==> src/hw/frame_check_pkg.sv <==
// Constants shared by the serial frame check logic
package frame_check_pkg;
    localparam logic [15:0] CRC_PRESET = 16'hffff;
    localparam logic [15:0] CRC_POLY = 16'ha001;
    localparam int CRC_SHIFTS = 8;
    localparam logic [7:0] LRC_CLEAR = 8'h00;
    localparam logic [7:0] LRC_ONES = 8'hff;
    localparam logic [7:0] LRC_ONE = 8'h01;
    localparam logic [7:0] CHAR_ZERO = 8'h30;
    localparam logic [7:0] CHAR_NINE = 8'h39;
    localparam logic [7:0] CHAR_UPPER_A = 8'h41;
    localparam logic [7:0] CHAR_UPPER_F = 8'h46;
    localparam logic [7:0] DIGIT_LIMIT = 8'h0a;
    localparam logic [1:0] RX_MIN_TAIL = 2'h2;
    localparam logic [7:0] FUNC_REPORT_ID = 8'h11;
    localparam int ID_REQ_BYTES = 4;
    localparam int ID_BYTE_COUNT = 26;
    localparam int ID_NAME_BYTES = 20;
    localparam int ID_FIELD_BYTES = 2;
    localparam int BUF_WIDTH = 8;
    localparam int BUF_DEPTH = 2;

    typedef enum logic [2:0] {
        TX_MSG = 3'b001,
        TX_CK1 = 3'b010,
        TX_CK2 = 3'b100
    } tx_state_t;
endpackage

==> src/hw/byte_buffer.sv <==
// Two-entry valid/ready buffer for the outgoing byte stream
`timescale 1ns/1ps
module byte_buffer (
    input wire logic clk,
    input wire logic rst,
    input wire logic in_valid,
    output logic in_ready,
    input wire logic [frame_check_pkg::BUF_WIDTH-1:0] in_data,
    output logic out_valid,
    input wire logic out_ready,
    output logic [frame_check_pkg::BUF_WIDTH-1:0] out_data
);
    logic [frame_check_pkg::BUF_WIDTH-1:0] mem_r [frame_check_pkg::BUF_DEPTH];
    logic [frame_check_pkg::BUF_WIDTH-1:0] mem_nxt [frame_check_pkg::BUF_DEPTH];
    logic wr_r, wr_nxt, rd_r, rd_nxt;
    logic [1:0] cnt_r, cnt_nxt;
    logic push, pop;

    assign in_ready = (cnt_r != 2'h2);
    assign out_valid = (cnt_r != 2'h0);
    assign out_data = mem_r[rd_r];
    assign push = in_valid && in_ready;
    assign pop = out_valid && out_ready;

    always_comb begin
        for (int i = 0; i < frame_check_pkg::BUF_DEPTH; i++) begin
            mem_nxt[i] = mem_r[i];
        end
        wr_nxt = wr_r;
        rd_nxt = rd_r;
        cnt_nxt = cnt_r;
        if (push) begin
            mem_nxt[wr_r] = in_data;
            wr_nxt = ~wr_r;
        end
        if (pop) begin
            rd_nxt = ~rd_r;
        end
        if (push && !pop) begin
            cnt_nxt = cnt_r + 2'h1;
        end else if (pop && !push) begin
            cnt_nxt = cnt_r - 2'h1;
        end
    end

    always_ff @(posedge clk) begin
        if (rst) begin
            for (int i = 0; i < frame_check_pkg::BUF_DEPTH; i++) begin
                mem_r[i] <= '0;
            end
            wr_r <= 1'b0;
            rd_r <= 1'b0;
            cnt_r <= 2'h0;
        end else begin
            mem_r <= mem_nxt;
            wr_r <= wr_nxt;
            rd_r <= rd_nxt;
            cnt_r <= cnt_nxt;
        end
    end
endmodule // byte_buffer

==> config.mk <==
export PLATFORM = sky130hd
export DESIGN_NAME = byte_buffer
export DESIGN_NICKNAME = d
export VERILOG_FILES = /design/src/hw/frame_check_pkg.sv /design/src/hw/byte_buffer.sv
export SDC_FILE = /design/constraint.sdc
export NUM_CORES = 1
export LEC_CHECK = 0
export BUFFER_PORTS_ARGS = -buffer_cell sky130_fd_sc_hd__buf_4
export CAP_MARGIN = 20
export CORE_MARGIN = 2
export CORE_UTILIZATION = 45
export CTS_CLUSTER_SIZE = 8
export DETAILED_ROUTE_END_ITERATION = 12
export MAX_ROUTING_LAYER = met4
export PLACE_DENSITY = 0.72
export SLEW_MARGIN = 10
export SYNTH_ARGS = -nofsm -noshare
export SYNTH_HDL_FRONTEND = slang
export SYNTH_SLANG_ARGS = --single-unit
export TNS_END_PERCENT = 50
==> constraint.sdc <==
create_clock -name clk -period 2 [get_ports clk]
set_clock_uncertainty 0.2 [all_clocks]
set_input_delay 0.2 -clock clk [delete_from_list [all_inputs] [get_ports clk]]
set_output_delay 0.2 -clock clk [all_outputs]
set_load 0.02 [all_outputs]
==> summary.txt <==
Tightest Hold Check Type - input port to flip-flop
Final Hold Viols - 0
post-synthesis sequential area ratio - 0.4183
Yosys reg bits - 20
post-synth top area share - 0.4183
Post-Place Cell Area - 0.001127 sq mm
post-route insts no fill - 155
top cells by area, synth - dfxtp_1 (42%), nand2b_1 (12%), o21ai_0 (9.9%)
1st-pass router iterations - 5
fin util - 0.6155
Area growth, synth to finish - 27.45%
CP Capture Type - output pin
Leak Pwr - 0.5016 nW
outcome - finished, final reports clean
WS Path Type - flip-flop to output pin
endpoints failing setup - 0
Die Height - 50.12 um
cell taking the most area after synthesis - dfxtp_1
Inst Count DP - 145
layout cells sized above 1 - 0.2891
placer congestion estimate - 0.7500
Antenna Nets Post-Route - 0
Num CTS Buffers - 3
post-layout net count - 143
Cell Pwr Density - 975.4 mW/mm^2
Longest Clk Path Bufs - 2
multi-input logic area - 520.5 sq um
First DRT Iteration DRCs - 12
WL final - 1.902 mm
R2R Setup Slk - 230 ps
Worst Path Arrival - 1440 ps
IO buf count - 21
core area - 0.001982 sq mm
full die area - 0.002512 sq mm
Fillers - 168
measured slew at the worst slew-check pin - 434.6 ps
Final period util - 0.9207
Max Transition Viols Final - 0
WL per Instance - 12.27 um
VDD IR-drop max - 0.5321 mV
CTS tree - done
yosys warns - 0
first-pass GRT wire length - 3.325 mm
Post-Synthesis Cells - 101
vias in the first global route - 723
DP HPWL - 1.243 mm
total global-route track usage - 0.1807
Worst Path Required - 1600 ps
root buffer cell - clkbuf_4
Site Rows - 16
final standard cell area without fillers - 0.001220 sq mm
routed via count - 781
global route overflow - 0
Reg area - 400.4 sq um
critical path startpoint category - flip-flop
max cap viols - 0
Mapped Nets - 114
Initial Util - 0.4830
Syn Std Cell Area - 957.2 sq um
# diodes - 0
relative slew slack - 0.7099
Final min period - 1841 ps
CP Max Fanout - 9
initial antenna violation count - 0
most frequent cells in the layout - buf_4 (22), dfxtp_1 (20), o21ai_0 (19)
DRC Markers - 0
Worst-Skew Late Latency - 290 ps
Num Clock Sinks - 20
# IOs - 22
Max Fclk - 543.1 MHz
Die W - 50.12 um
post_cts resized - 0
most common cell after layout, fill and taps aside - buf_4
setup TNS - 0 ps
Via density - 5.039
RSZ-0062 raised after global routing - false
CTS H-tree lvls - 1
Cell variety after synth - 19
Mean Syn Cell Area - 9.477 sq um
largest net degree at the start of global routing - 29
clock slew at reported path FFs - 100 ps
[routing by layer]
layer / wire length, um / vias up / GRT usage
met2: 899 / 32 / 0.2741
met5: 0 / - / -
li1: - / 396 / -
met3: 99 / 6 / 0.03636
met4: 42 / 0 / 0.07407
met1: 860 / 347 / 0.2335
[cell families (layout without fill, tap and decap cells)]
| logic type | count (synthesis) | after routing | share of synthesized area |
|---|---|---|---|
| DFF | 20 | 20 | 0.4183 |
| xor gates and xnor gates | 3 | 3 | 0.02746 |
| and+or+nand+nor | 33 | 33 | 0.2157 |
| buffers and inverters | 7 | 34 | 0.03790 |
| adders and majority gates | 1 | 1 | 0.01307 |
| muxes | 16 | 16 | 0.1778 |
| AOI/OAI and AO/OA | 21 | 21 | 0.1098 |
[registers in the layout, indices dropped and copies added, names as in the netlist]
name and flops:
wr_r 1, cnt_r 2, rd_r 1, mem_r 16
[final cells by class]
type                    count  area share
repair buffers             29      0.1928
inverters                   2    0.006154
multi-input cells          74      0.4267
well taps                  27     0.02769
flip-flops and latches     20      0.3282
clock buffers               3     0.01846
[path summary, 6_finish.rpt]
kind | depth (start not counted) | from | end
setup / recovery | 2 | rd_r$_SDFFE_PP0P_ | out_data[3]
hold / removal | 3 | in_data[5] | mem_r[5]$_SDFFE_PP0P_
hold reg to reg | 2 | mem_r[2]$_SDFFE_PP0P_ | mem_r[2]$_SDFFE_PP0P_
setup reg to reg | 4 | cnt_r[0]$_SDFFE_PP0P_ | cnt_r[1]$_SDFFE_PP0P_
[timing repair]
action                                 in CTS  in global routing
setup buffers                               0                  0
hold buffers                                7                  0
endpoints found under the hold margin       7                  0
[cell usage after synthesis]
library cell  number
inv_1              1
nor2b_1            8
clkbuf_1           2
ha_1               1
nor2_1             3
buf_2              2
a21oi_1            2
xor2_1             3
buf_6              1
or2_2              1
mux2_2             8
dfxtp_1           20
inv_2              1
nor2b_2            1
nand2b_1          18
or3_1              1
o21ai_0           19
and3_4             1
mux2i_1            8
[report_power, final]
group	switching [mW]	total, mW	internal [mW]
combinational	0.238	0.476	0.238
sequential	0.0649	0.528	0.463
clock	0.115	0.186	0.0701
total	0.418	1.19	0.772
[stage by stage]
stage	power, mW	hold slack [ps]	setup WS [ps]
floorplan	0.8471	173.4	254.9
global placement	0.9841	254.8	361.0
detailed placement	1.002	263.9	232.9
CTS	1.201	3.748	120.6
global route	1.281	18.15	43.63
finish	1.190	5.328	158.7
[worst max-delay path, stage by stage (launching register included)]
cell     delay [ps]
dfxtp_1         600
mux2_2          390
buf_4           160
(Power assumes the default switching activity.)
